### config.mk
export PLATFORM = sky130hd
export DESIGN_NAME = config_word_supervisor_wdt_decode
export DESIGN_NICKNAME = d
export VERILOG_FILES = /design/src/config_decode_pkg.sv /design/src/supervisor_decode.sv /design/src/watchdog_osc_decode.sv /design/src/config_word_supervisor_wdt_decode.sv
export SDC_FILE = /design/constraint.sdc
export NUM_CORES = 1
export LEC_CHECK = 0
export BUFFER_PORTS_ARGS = -buffer_cell sky130_fd_sc_hd__buf_4
export CAP_MARGIN = 15
export CORE_UTILIZATION = 40
export CTS_CLUSTER_DIAMETER = 50
export CTS_CLUSTER_SIZE = 10
export DETAILED_ROUTE_END_ITERATION = 8
export GPL_TIMING_DRIVEN = 0
export HOLD_SLACK_MARGIN = 0.05
export PLACE_DENSITY = 0.66
export SKIP_CTS_REPAIR_TIMING = 1
export SYNTH_ARGS = -nofsm -noshare
export SYNTH_HDL_FRONTEND = slang
export SYNTH_SLANG_ARGS = --single-unit
### constraint.sdc
create_clock -name ref_clk_i -period 2.15 [get_ports ref_clk_i]
set_input_delay 0.3225 -clock ref_clk_i [delete_from_list [all_inputs] [get_ports ref_clk_i]]
set_output_delay 0.3225 -clock ref_clk_i [all_outputs]
set_load 0.005 [all_outputs]
### src/config_decode_pkg.sv
/*
 * constants for the configuration word decoder: register addresses,
 * field positions, codes and reset values.
 * assumes a 16-bit register port with 24-bit byte addresses.
 */
package config_decode_pkg;
   // register port widths
   localparam int ADDR_W = 24;
   localparam int DATA_W = 16;
   // register addresses, config words at their printed offsets
   localparam logic [23:0] SUPERVISOR_ADDR = 24'h300002;
   localparam logic [23:0] WATCHDOG_ADDR = 24'h300004;
   localparam logic [23:0] CONTROL_ADDR = 24'h300010;
   localparam logic [23:0] UNLOCK_ADDR = 24'h300012;
   localparam logic [23:0] STATUS_ADDR = 24'h300014;
   // supervisor word field positions
   localparam int EXT_INSTR_N_BIT = 15;
   localparam int DEBUG_N_BIT = 13;
   localparam int STACK_RST_BIT = 12;
   localparam int PS_ONE_WAY_BIT = 11;
   localparam int ZC_DIS_BIT = 10;
   localparam int BOR_THR_LSB = 8;
   localparam int BOR_MODE_LSB = 6;
   localparam int LPBOR_N_BIT = 5;
   localparam int PWRUP_N_BIT = 1;
   localparam int MASTER_CLEAR_EN_BIT = 0;
   localparam logic [15:0] SUPERVISOR_MASK = 16'hBFE3;
   // watchdog word field positions
   localparam int WD_CLK_LSB = 11;
   localparam int WD_WIN_LSB = 8;
   localparam int WD_MODE_LSB = 5;
   localparam logic [15:0] WATCHDOG_MASK = 16'h3FFF;
   // control register bits and reset value
   localparam int CTL_BOR_SW_BIT = 0;
   localparam int CTL_WD_SW_BIT = 1;
   localparam int CTL_ZC_SW_BIT = 2;
   localparam int CTL_ZC_MDIS_BIT = 3;
   localparam int CTL_LOCK_BIT = 4;
   localparam logic [15:0] CONTROL_RESET = 16'h0000;
   // status register bits
   localparam int ST_UNLOCKED_BIT = 0;
   localparam int ST_LOCKED_BIT = 1;
   localparam int ST_ZC_ON_BIT = 2;
   localparam int ST_BOR_ON_BIT = 3;
   localparam int ST_WD_RUN_BIT = 4;
   // unlock keys, two consecutive writes
   localparam logic [15:0] UNLOCK_KEY1 = 16'h0055;
   localparam logic [15:0] UNLOCK_KEY2 = 16'h00AA;
   // brown-out and watchdog mode codes
   localparam logic [1:0] MODE_ALWAYS = 2'h3;
   localparam logic [1:0] MODE_AWAKE = 2'h2;
   localparam logic [1:0] MODE_SOFTWARE = 2'h1;
   localparam logic [1:0] MODE_OFF = 2'h0;
   // oscillator mode codes
   localparam logic [2:0] OSC_EC_HIGH = 3'h7;
   localparam logic [2:0] OSC_EC_MID = 3'h6;
   localparam logic [2:0] OSC_EC_LOW = 3'h5;
   localparam logic [2:0] OSC_NONE = 3'h4;
   localparam logic [2:0] OSC_HS = 3'h2;
   localparam logic [2:0] OSC_XT = 3'h1;
   localparam logic [2:0] OSC_LP = 3'h0;
   // oscillator range codes on the range output
   localparam logic [1:0] RANGE_LOW = 2'h0;
   localparam logic [1:0] RANGE_MID = 2'h1;
   localparam logic [1:0] RANGE_HIGH = 2'h2;
   // watchdog clock and window codes
   localparam logic [2:0] WD_CLK_SW_CODE = 3'h7;
   localparam logic [2:0] WD_CLK_MID_CODE = 3'h1;
   localparam logic [2:0] WIN_SW_CODE = 3'h7;
   localparam logic [2:0] WIN_KEYED_MAX = 3'h3;
   // decoded watchdog clock choice
   typedef enum logic [1:0] {WD_CLK_LOW, WD_CLK_MID, WD_CLK_SOFTWARE} wd_clk_t;
endpackage

### src/supervisor_decode.sv
/*
 * combinational decode of the supervisor configuration word.
 * assumes word and low-voltage programming flag are stable nvm data.
 */
`timescale 1ns/10ps
module supervisor_decode (
   // raw nvm data
   input wire logic [15:0] word_i,
   input wire logic lvp_i,
   // decoded fields
   output logic ext_instr_en_o,
   output logic debugger_en_o,
   output logic stack_reset_en_o,
   output logic ps_one_way_o,
   output logic zc_forced_on_o,
   output logic [1:0] bor_threshold_o,
   output logic [1:0] bor_mode_o,
   output logic lp_bor_en_o,
   output logic pwrup_en_o,
   output logic master_clear_o
);
   import config_decode_pkg::*;
   // masked word, unused bits never reach the fields
   logic [15:0] w;
   assign w = word_i & SUPERVISOR_MASK;
   // cleared bit enables extended set
   assign ext_instr_en_o = ~w[EXT_INSTR_N_BIT];
   // debugger enable is active low
   assign debugger_en_o = ~w[DEBUG_N_BIT];
   assign stack_reset_en_o = w[STACK_RST_BIT];
   assign ps_one_way_o = w[PS_ONE_WAY_BIT];
   // cleared bit forces detector on
   assign zc_forced_on_o = ~w[ZC_DIS_BIT];
   // threshold code passed as trip level select
   assign bor_threshold_o = w[BOR_THR_LSB +: 2];
   assign bor_mode_o = w[BOR_MODE_LSB +: 2];
   assign lp_bor_en_o = ~w[LPBOR_N_BIT];
   assign pwrup_en_o = ~w[PWRUP_N_BIT];
   // low-voltage programming overrides the pin choice
   assign master_clear_o = lvp_i | w[MASTER_CLEAR_EN_BIT];
endmodule

### src/watchdog_osc_decode.sv
/*
 * combinational decode of the watchdog word and external oscillator mode.
 * assumes stable nvm data at its inputs.
 */
`timescale 1ns/10ps
module watchdog_osc_decode (
   // raw nvm data
   input wire logic [15:0] word_i,
   input wire logic [2:0] osc_mode_i,
   // watchdog fields
   output logic [1:0] wd_mode_o,
   output config_decode_pkg::wd_clk_t wd_clk_o,
   output logic [2:0] win_reset_o,
   output logic win_sw_ctrl_o,
   output logic win_keyed_o,
   // oscillator fields
   output logic osc_enable_o,
   output logic osc_ext_clock_o,
   output logic [1:0] osc_range_o
);
   import config_decode_pkg::*;
   logic [15:0] w; // masked word
   logic [2:0] clk_code; // raw clock source
   assign w = word_i & WATCHDOG_MASK;
   assign wd_mode_o = w[WD_MODE_LSB +: 2];
   assign clk_code = w[WD_CLK_LSB +: 3];
   assign win_reset_o = w[WD_WIN_LSB +: 3];
   assign win_sw_ctrl_o = (win_reset_o == WIN_SW_CODE);
   assign win_keyed_o = (win_reset_o <= WIN_KEYED_MAX);
   // clock source choice, reserved codes fall to low oscillator
   always_comb begin
      if (wd_mode_o == MODE_OFF) begin
         wd_clk_o = WD_CLK_LOW; // field has no effect
      end else if (clk_code == WD_CLK_SW_CODE) begin
         wd_clk_o = WD_CLK_SOFTWARE;
      end else if (clk_code == WD_CLK_MID_CODE) begin
         wd_clk_o = WD_CLK_MID;
      end else begin
         wd_clk_o = WD_CLK_LOW;
      end
   end
   // oscillator kind and range
   always_comb begin
      osc_enable_o = 1'b1;
      osc_ext_clock_o = 1'b0;
      osc_range_o = RANGE_LOW;
      unique case (osc_mode_i)
         OSC_EC_HIGH: begin
            osc_ext_clock_o = 1'b1;
            osc_range_o = RANGE_HIGH;
         end
         OSC_EC_MID: begin
            osc_ext_clock_o = 1'b1;
            osc_range_o = RANGE_MID;
         end
         OSC_EC_LOW: begin
            osc_ext_clock_o = 1'b1;
         end
         OSC_HS: osc_range_o = RANGE_HIGH;
         OSC_XT: osc_range_o = RANGE_MID;
         OSC_LP: osc_range_o = RANGE_LOW;
         default: osc_enable_o = 1'b0; // off and reserved
      endcase
   end
endmodule

### src/config_word_supervisor_wdt_decode.sv
/*
 * configuration word decoder: latches supervisor, watchdog and oscillator
 * settings at reset and drives static and run-time control outputs.
 * assumes nvm words, sleep and stack fault come from logic on ref_clk_i.
 */
// What this block does
// - ext clock codes pick high, mid, low
// - code 100 disables oscillator; 011 reserved
// - crystal codes pick high, mid, low-power
// - bit 15 low enables extended instructions
// - bit 13 low enables debugger
// - bit 12 makes stack faults reset
// - one-way bit makes lock flag sticky
// - zero-cross forced on unless bit 10
// - bits 9:8 pick brown-out trip level
// - modes 11,10 ignore software brown-out enable
// - mode 01 software decides, 00 off
// - bit 5 low enables low-power brown-out
// - bit 1 low enables power-up timer
// - low-voltage programming forces master clear
// - watchdog off makes clock source irrelevant
// - clock source 111 sw, 001 mid, else low
// - window field gives reset window, access
// - watchdog mode 11 always runs
// - watchdog mode 10 pauses in sleep
// - mode 01 software decides, 00 off
`timescale 1ns/10ps
module config_word_supervisor_wdt_decode (
   // clock and reset
   input wire logic ref_clk_i,
   input wire logic rst_i,
   // register port
   input wire logic [config_decode_pkg::ADDR_W-1:0] addr_i,
   input wire logic [config_decode_pkg::DATA_W-1:0] wr_data_i,
   input wire logic wr_i,
   input wire logic rd_i,
   output logic [config_decode_pkg::DATA_W-1:0] rd_data_o,
   // nvm contents
   input wire logic [15:0] supervisor_word_i,
   input wire logic [15:0] watchdog_word_i,
   input wire logic [2:0] external_oscillator_mode_i,
   input wire logic low_voltage_programming_enable_i,
   // nvm programming request
   output logic nvm_prog_o,
   output logic nvm_prog_watchdog_o,
   output logic [15:0] nvm_prog_data_o,
   // run-time inputs
   input wire logic sleep_i,
   input wire logic stack_fault_i,
   // static settings
   output logic extended_instruction_enable_o,
   output logic debugger_enable_o,
   output logic [1:0] brownout_threshold_select_o,
   output logic low_power_brownout_enable_o,
   output logic powerup_timer_enable_o,
   output logic master_clear_o,
   output config_decode_pkg::wd_clk_t watchdog_clock_source_o,
   output logic [2:0] watchdog_window_reset_o,
   output logic watchdog_window_sw_ctrl_o,
   output logic watchdog_window_keyed_o,
   output logic osc_enable_o,
   output logic osc_ext_clock_o,
   output logic [1:0] osc_range_o,
   // run-time controls
   output logic stack_fault_reset_o,
   output logic pin_select_lock_flag_o,
   output logic zero_cross_on_o,
   output logic brownout_active_o,
   output logic watchdog_run_o
);
   import config_decode_pkg::*;

   // unlock sequencer states
   typedef enum logic [1:0] {UNLOCK_IDLE, UNLOCK_HALF, UNLOCK_OPEN} unlock_t;

   // whole state of the block
   typedef struct packed {
      logic [15:0] sup_word; // latched masked word
      logic [15:0] wd_word; // latched masked word
      logic [1:0] bor_mode; // brown-out mode
      logic [1:0] wd_mode; // watchdog mode
      logic stack_en; // stack fault reset enable
      logic ps_one_way; // one-way lock
      logic zc_forced; // detector forced on
      logic [15:0] control; // software control bits
      unlock_t unlock; // unlock sequence
      logic [15:0] rd_data;
      logic nvm_prog;
      logic nvm_prog_wd;
      logic [15:0] nvm_data;
      logic ext_instr;
      logic debugger;
      logic [1:0] bor_thr;
      logic lp_bor;
      logic pwrup;
      logic master_clear;
      wd_clk_t wd_clk;
      logic [2:0] win_reset;
      logic win_sw;
      logic win_keyed;
      logic osc_en;
      logic osc_ext;
      logic [1:0] osc_range;
      logic stack_reset;
      logic locked;
      logic zc_on;
      logic bor_on;
      logic wd_run;
   } state_t;

   state_t st_reg; // registered state
   state_t st_next; // next state

   // decoder outputs
   logic d_ext_instr;
   logic d_debugger;
   logic d_stack_en;
   logic d_one_way;
   logic d_zc_forced;
   logic [1:0] d_bor_thr;
   logic [1:0] d_bor_mode;
   logic d_lp_bor;
   logic d_pwrup;
   logic d_master_clear;
   logic [1:0] d_wd_mode;
   wd_clk_t d_wd_clk;
   logic [2:0] d_win;
   logic d_win_sw;
   logic d_win_keyed;
   logic d_osc_en;
   logic d_osc_ext;
   logic [1:0] d_osc_range;
   logic lock_req; // lock bit of a control write

   // supervisor word fields
   supervisor_decode u_sup (
      .word_i(supervisor_word_i),
      .lvp_i(low_voltage_programming_enable_i),
      .ext_instr_en_o(d_ext_instr),
      .debugger_en_o(d_debugger),
      .stack_reset_en_o(d_stack_en),
      .ps_one_way_o(d_one_way),
      .zc_forced_on_o(d_zc_forced),
      .bor_threshold_o(d_bor_thr),
      .bor_mode_o(d_bor_mode),
      .lp_bor_en_o(d_lp_bor),
      .pwrup_en_o(d_pwrup),
      .master_clear_o(d_master_clear)
   );

   // watchdog word and oscillator fields
   watchdog_osc_decode u_wd (
      .word_i(watchdog_word_i),
      .osc_mode_i(external_oscillator_mode_i),
      .wd_mode_o(d_wd_mode),
      .wd_clk_o(d_wd_clk),
      .win_reset_o(d_win),
      .win_sw_ctrl_o(d_win_sw),
      .win_keyed_o(d_win_keyed),
      .osc_enable_o(d_osc_en),
      .osc_ext_clock_o(d_osc_ext),
      .osc_range_o(d_osc_range)
   );

   assign lock_req = wr_data_i[CTL_LOCK_BIT];

   // next state: reset load, register port, run-time controls
   always_comb begin
      st_next = st_reg;
      st_next.nvm_prog = 1'b0;
      st_next.stack_reset = 1'b0;
      st_next.rd_data = '0;
      if (rst_i) begin
         // capture all decoded fields once, hold until next reset
         st_next = '0;
         st_next.sup_word = supervisor_word_i & SUPERVISOR_MASK;
         st_next.wd_word = watchdog_word_i & WATCHDOG_MASK;
         st_next.bor_mode = d_bor_mode;
         st_next.wd_mode = d_wd_mode;
         st_next.stack_en = d_stack_en;
         st_next.ps_one_way = d_one_way;
         st_next.zc_forced = d_zc_forced;
         st_next.control = CONTROL_RESET;
         st_next.unlock = UNLOCK_IDLE;
         st_next.ext_instr = d_ext_instr;
         st_next.debugger = d_debugger;
         st_next.bor_thr = d_bor_thr;
         st_next.lp_bor = d_lp_bor;
         st_next.pwrup = d_pwrup;
         st_next.master_clear = d_master_clear;
         st_next.wd_clk = d_wd_clk;
         st_next.win_reset = d_win;
         st_next.win_sw = d_win_sw;
         st_next.win_keyed = d_win_keyed;
         st_next.osc_en = d_osc_en;
         st_next.osc_ext = d_osc_ext;
         st_next.osc_range = d_osc_range;
      end else begin
         // register writes
         if (wr_i) begin
            if (addr_i == SUPERVISOR_ADDR || addr_i == WATCHDOG_ADDR) begin
               // new words go to nvm, take effect at next reset
               st_next.nvm_prog = 1'b1;
               st_next.nvm_prog_wd = (addr_i == WATCHDOG_ADDR);
               st_next.nvm_data = wr_data_i;
            end
            if (addr_i == UNLOCK_ADDR) begin
               // two keys back to back open the lock flag
               if (st_reg.unlock == UNLOCK_HALF && wr_data_i == UNLOCK_KEY2) begin
                  st_next.unlock = UNLOCK_OPEN;
               end else if (wr_data_i == UNLOCK_KEY1) begin
                  st_next.unlock = UNLOCK_HALF;
               end else begin
                  st_next.unlock = UNLOCK_IDLE;
               end
            end else begin
               // any other write breaks or consumes the sequence
               st_next.unlock = UNLOCK_IDLE;
            end
            if (addr_i == CONTROL_ADDR) begin
               st_next.control = wr_data_i;
               st_next.control[CTL_LOCK_BIT] = 1'b0;
               if (st_reg.unlock == UNLOCK_OPEN) begin
                  if (st_reg.ps_one_way) begin
                     // set once, never cleared
                     st_next.locked = st_reg.locked | lock_req;
                  end else begin
                     // free set and clear
                     st_next.locked = lock_req;
                  end
               end
            end
         end
         // register reads, data one cycle later
         if (rd_i) begin
            unique case (addr_i)
               SUPERVISOR_ADDR: st_next.rd_data = st_reg.sup_word;
               WATCHDOG_ADDR: st_next.rd_data = st_reg.wd_word;
               CONTROL_ADDR: st_next.rd_data = st_reg.control;
               STATUS_ADDR: begin
                  st_next.rd_data[ST_UNLOCKED_BIT] = (st_reg.unlock == UNLOCK_OPEN);
                  st_next.rd_data[ST_LOCKED_BIT] = st_reg.locked;
                  st_next.rd_data[ST_ZC_ON_BIT] = st_reg.zc_on;
                  st_next.rd_data[ST_BOR_ON_BIT] = st_reg.bor_on;
                  st_next.rd_data[ST_WD_RUN_BIT] = st_reg.wd_run;
               end
               default: st_next.rd_data = '0; // unmapped reads zero
            endcase
         end
         // stack fault reset request
         st_next.stack_reset = stack_fault_i & st_reg.stack_en;
         // zero-cross: forced on ignores module disable
         if (st_reg.zc_forced) begin
            st_next.zc_on = 1'b1;
         end else begin
            st_next.zc_on = st_reg.control[CTL_ZC_SW_BIT] &
                            ~st_reg.control[CTL_ZC_MDIS_BIT];
         end
         // brown-out reset activity
         unique case (st_reg.bor_mode)
            MODE_ALWAYS: st_next.bor_on = 1'b1;
            MODE_AWAKE: st_next.bor_on = ~sleep_i;
            MODE_SOFTWARE: st_next.bor_on = st_reg.control[CTL_BOR_SW_BIT];
            MODE_OFF: st_next.bor_on = 1'b0;
         endcase
         // watchdog activity
         unique case (st_reg.wd_mode)
            MODE_ALWAYS: st_next.wd_run = 1'b1;
            MODE_AWAKE: st_next.wd_run = ~sleep_i;
            MODE_SOFTWARE: st_next.wd_run = st_reg.control[CTL_WD_SW_BIT];
            MODE_OFF: st_next.wd_run = 1'b0;
         endcase
      end
   end

   // state register, reset handled above
   always_ff @(posedge ref_clk_i) begin
      st_reg <= st_next;
   end

   // outputs straight from the state register
   assign rd_data_o = st_reg.rd_data;
   assign nvm_prog_o = st_reg.nvm_prog;
   assign nvm_prog_watchdog_o = st_reg.nvm_prog_wd;
   assign nvm_prog_data_o = st_reg.nvm_data;
   assign extended_instruction_enable_o = st_reg.ext_instr;
   assign debugger_enable_o = st_reg.debugger;
   assign brownout_threshold_select_o = st_reg.bor_thr;
   assign low_power_brownout_enable_o = st_reg.lp_bor;
   assign powerup_timer_enable_o = st_reg.pwrup;
   assign master_clear_o = st_reg.master_clear;
   assign watchdog_clock_source_o = st_reg.wd_clk;
   assign watchdog_window_reset_o = st_reg.win_reset;
   assign watchdog_window_sw_ctrl_o = st_reg.win_sw;
   assign watchdog_window_keyed_o = st_reg.win_keyed;
   assign osc_enable_o = st_reg.osc_en;
   assign osc_ext_clock_o = st_reg.osc_ext;
   assign osc_range_o = st_reg.osc_range;
   assign stack_fault_reset_o = st_reg.stack_reset;
   assign pin_select_lock_flag_o = st_reg.locked;
   assign zero_cross_on_o = st_reg.zc_on;
   assign brownout_active_o = st_reg.bor_on;
   assign watchdog_run_o = st_reg.wd_run;
endmodule

==> results.py <==
metrics = {
    "setup_path": {
        "setup.worst_path.start_class": "primary input",
        "cp.arrival_ps": 2050,
        "crit_required_ps": 2380,
        "crit_buf_inv": 4,
        "worstPathMaxFanout": 10,
        "critPathSlowestCell": "or3_1",
        "cp_cell_sequence": "buf_4 > buf_4 > nor2b_1 > o21ai_0 > or3_1 > buf_2 > buf_4 > nand2_1 > a21oi_1",
        "cpPeakStageDelay_ps": 380,
        "cp_common_cell": "buf_4",
        "path_class": "primary input to flop",
        "r2r_cells": 4,
        "crit_path_end_kind": "flop",
        "path_depth": 9,
        "crit_family": "simple AND/OR/NAND/NOR gates",
    },
    "cts": {
        "path_clk_slew_ps": 90,
        "cts_tree": "yes",
        "clock_sinks": 96,
        "clock_tree.root_cell": "clkbuf_8",
        "worstSkewPairLatency_ps": 360,
        "cts_made_buffers": 9,
        "cts_max_path_buffers": 2,
        "cts_max_level": 3,
    },
    "run_status": {
        "status": "complete, no violations",
    },
    "power_and_ir_drop": {
        "p_total_mw": 3.38,
        "leakage_nw": 2.21,
        "p_per_area_nw_per_um2": 637,
        "ir_drop_mv": 0.364,
    },
    "final_layout": {
        "diodes": 0,
        "final_net_count": 590,
        "fin_cells": 646,
        "drive_gt1_share_pct": 40.4,
        "largest_reg_flops": 41,
        "post-route-util_pct": 54.5,
        "area_growth_syn_to_layout_pct": 33.2,
    },
    "timing": {
        "fin_skew_ps": 10.7,
        "setup_viol": 0,
        "finalMaxSlewViolations": 0,
        "holdWs_ps": 135,
        "hold_viol": 0,
        "slew_headroom_pct": 29.9,
        "fmax_ghz": 0.550,
        "period_share_pct": 84.6,
        "worst_pin_slew_ps": 1050,
        "fin_crit_ps": 1820,
        "rsz0062_at_grt": "no",
    },
    "detailed_routing": {
        "wire_per_inst_um": 13.9,
        "drt_wl_total_mm": 8.97,
        "dr.pass1.iters": 4,
        "ant_nets": 0,
        "via_per_inst": 4.75,
        "vias": 3067,
        "drc": 0,
        "drt-initial-drc-count": 103,
    },
    "die": {
        "die_x_um": 102,
        "initial_core_util_pct": 40.9,
        "rows": 36,
        "boundaryPins": 139,
        "die_y_um": 102,
        "design.core.area_um2": 9730,
        "die_area_um2": 10400,
    },
    "yosys": {
        "yosysWarnings": 0,
        "synth-edff-count": 40,
        "seq_area_frac_synth_pct": 58.3,
        "synth_nets": 448,
        "synth_area_um2": 3980,
        "synth_top_area_cell": "edfxtp_1",
        "netlist_instances": 366,
        "synth_cell_type_count": 33,
        "synth_top_area_share_pct": 30.2,
        "synth_common_cells": "56 x dfxtp_1, 46 x nor2_1, 43 x buf_4",
        "synthTopCellsByArea": "edfxtp_1 30%, dfxtp_1 28%, buf_4 8.1%",
        "synth.most_common_cell": "dfxtp_1",
        "synthFlopType": "dfxtp_1",
        "synth_seq_cells": 96,
        "syn_avg_cell_area_um2": 10.9,
        "async_flop_share_pct": 0,
    },
    "run": {
        "drv_cap": 0,
    },
    "grt": {
        "grt_pass1_vias": 2868,
        "antenna_found_initial": 0,
        "grt_start_max_net_pins": 45,
        "grt_usage_pct": 18.1,
        "grt_overflow": 0,
        "grt_pass1_wl_mm": 13.9,
    },
    "place": {
        "port_buffers": 131,
        "gp_congestion": 0.797,
        "placedCellCount": 630,
        "dp_hpwl_mm": 6.85,
    },
    "min_path": {
        "hold_path_class": "primary input to flop",
        "holdPathStages": 1,
    },
}
-- cells by family (layout without fill, tap and decap cells) --
logic type      count (synthesis)  in the layout  synth area share, %
buf+inv                        66            213                 10.7
mux                            22             22                 5.69
compound gates                 54             54                 7.95
flops                          96             96                 58.3
simple gates                  128            128                 17.4
-- per-stage QoR --
step,setup TNS (ps),setup WS [ps],instance area [um2]
detailed placement,-578,-65.2,5130
floorplan,0,374,3980
global placement,-905,-94.2,5130
global route,0,186,5300
CTS,0,315,5300
finish,0,331,5300
-- cell usage in the layout, fill, tap and decap left out, types with 8 or more instances in the layout --
| cell type | netlist | final |
|---|---|---|
| nand2_1 | 41 | 41 |
| edfxtp_1 | 40 | 40 |
| buf_4 | 43 | 174 |
| mux2i_1 | 17 | 17 |
| a22oi_1 | 14 | 14 |
| a21oi_1 | 31 | 31 |
| dfxtp_1 | 56 | 56 |
| clkbuf_8 | 0 | 9 |
| nor2b_1 | 8 | 8 |
| inv_1 | 11 | 11 |
| nor2_1 | 46 | 46 |
-- cell type report --
| cell class | count | area, um2 |
|---|---|---|
| plain buffers | 55 | 383 |
| multi-input cells | 204 | 1230 |
| fillers | 877 | 4430 |
| repair buffers | 131 | 983 |
| flip-flops and latches | 96 | 2320 |
| clock buffers | 9 | 124 |
| inverters | 11 | 41.3 |
| clock inverters | 7 | 47.5 |
| well taps | 133 | 166 |
-- worst register-to-register path, cell delays in order (launching register included) --
cell and delay (ps):
dfxtp_1 340, nor2b_1 160, mux2_2 260, a21oi_1 190
nor2_1 60
-- report_power, final --
part | total (mW) | switching [mW] | internal (mW)
Clock | 1.06 | 0.637 | 0.420
Combinational | 0.326 | 0.147 | 0.179
Sequential | 1.99 | 0.0234 | 1.97
-- worst paths after layout --
path	slack [ps]	end	startpoint
setup reg to reg	1010	rd_data_o[0]	st_reg[58]
hold reg to reg	460	nvm_prog_data_o[2]	nvm_prog_data_o[2]
setup / recovery	330	nvm_prog_data_o[9]	addr_i[2]
hold / removal	130	st_reg[110]	supervisor_word_i[12]
-- per-layer routing --
metal | wire, um | track usage, % | vias to the layer above
met5 | 0 | 0 | -
met4 | 102 | 6.80 | 0
met3 | 687 | 4.76 | 11
met2 | 4360 | 30.1 | 114
met1 | 3820 | 22.4 | 1432
li1 | - | - | 1510
Power figures use the tool's default switching activity.
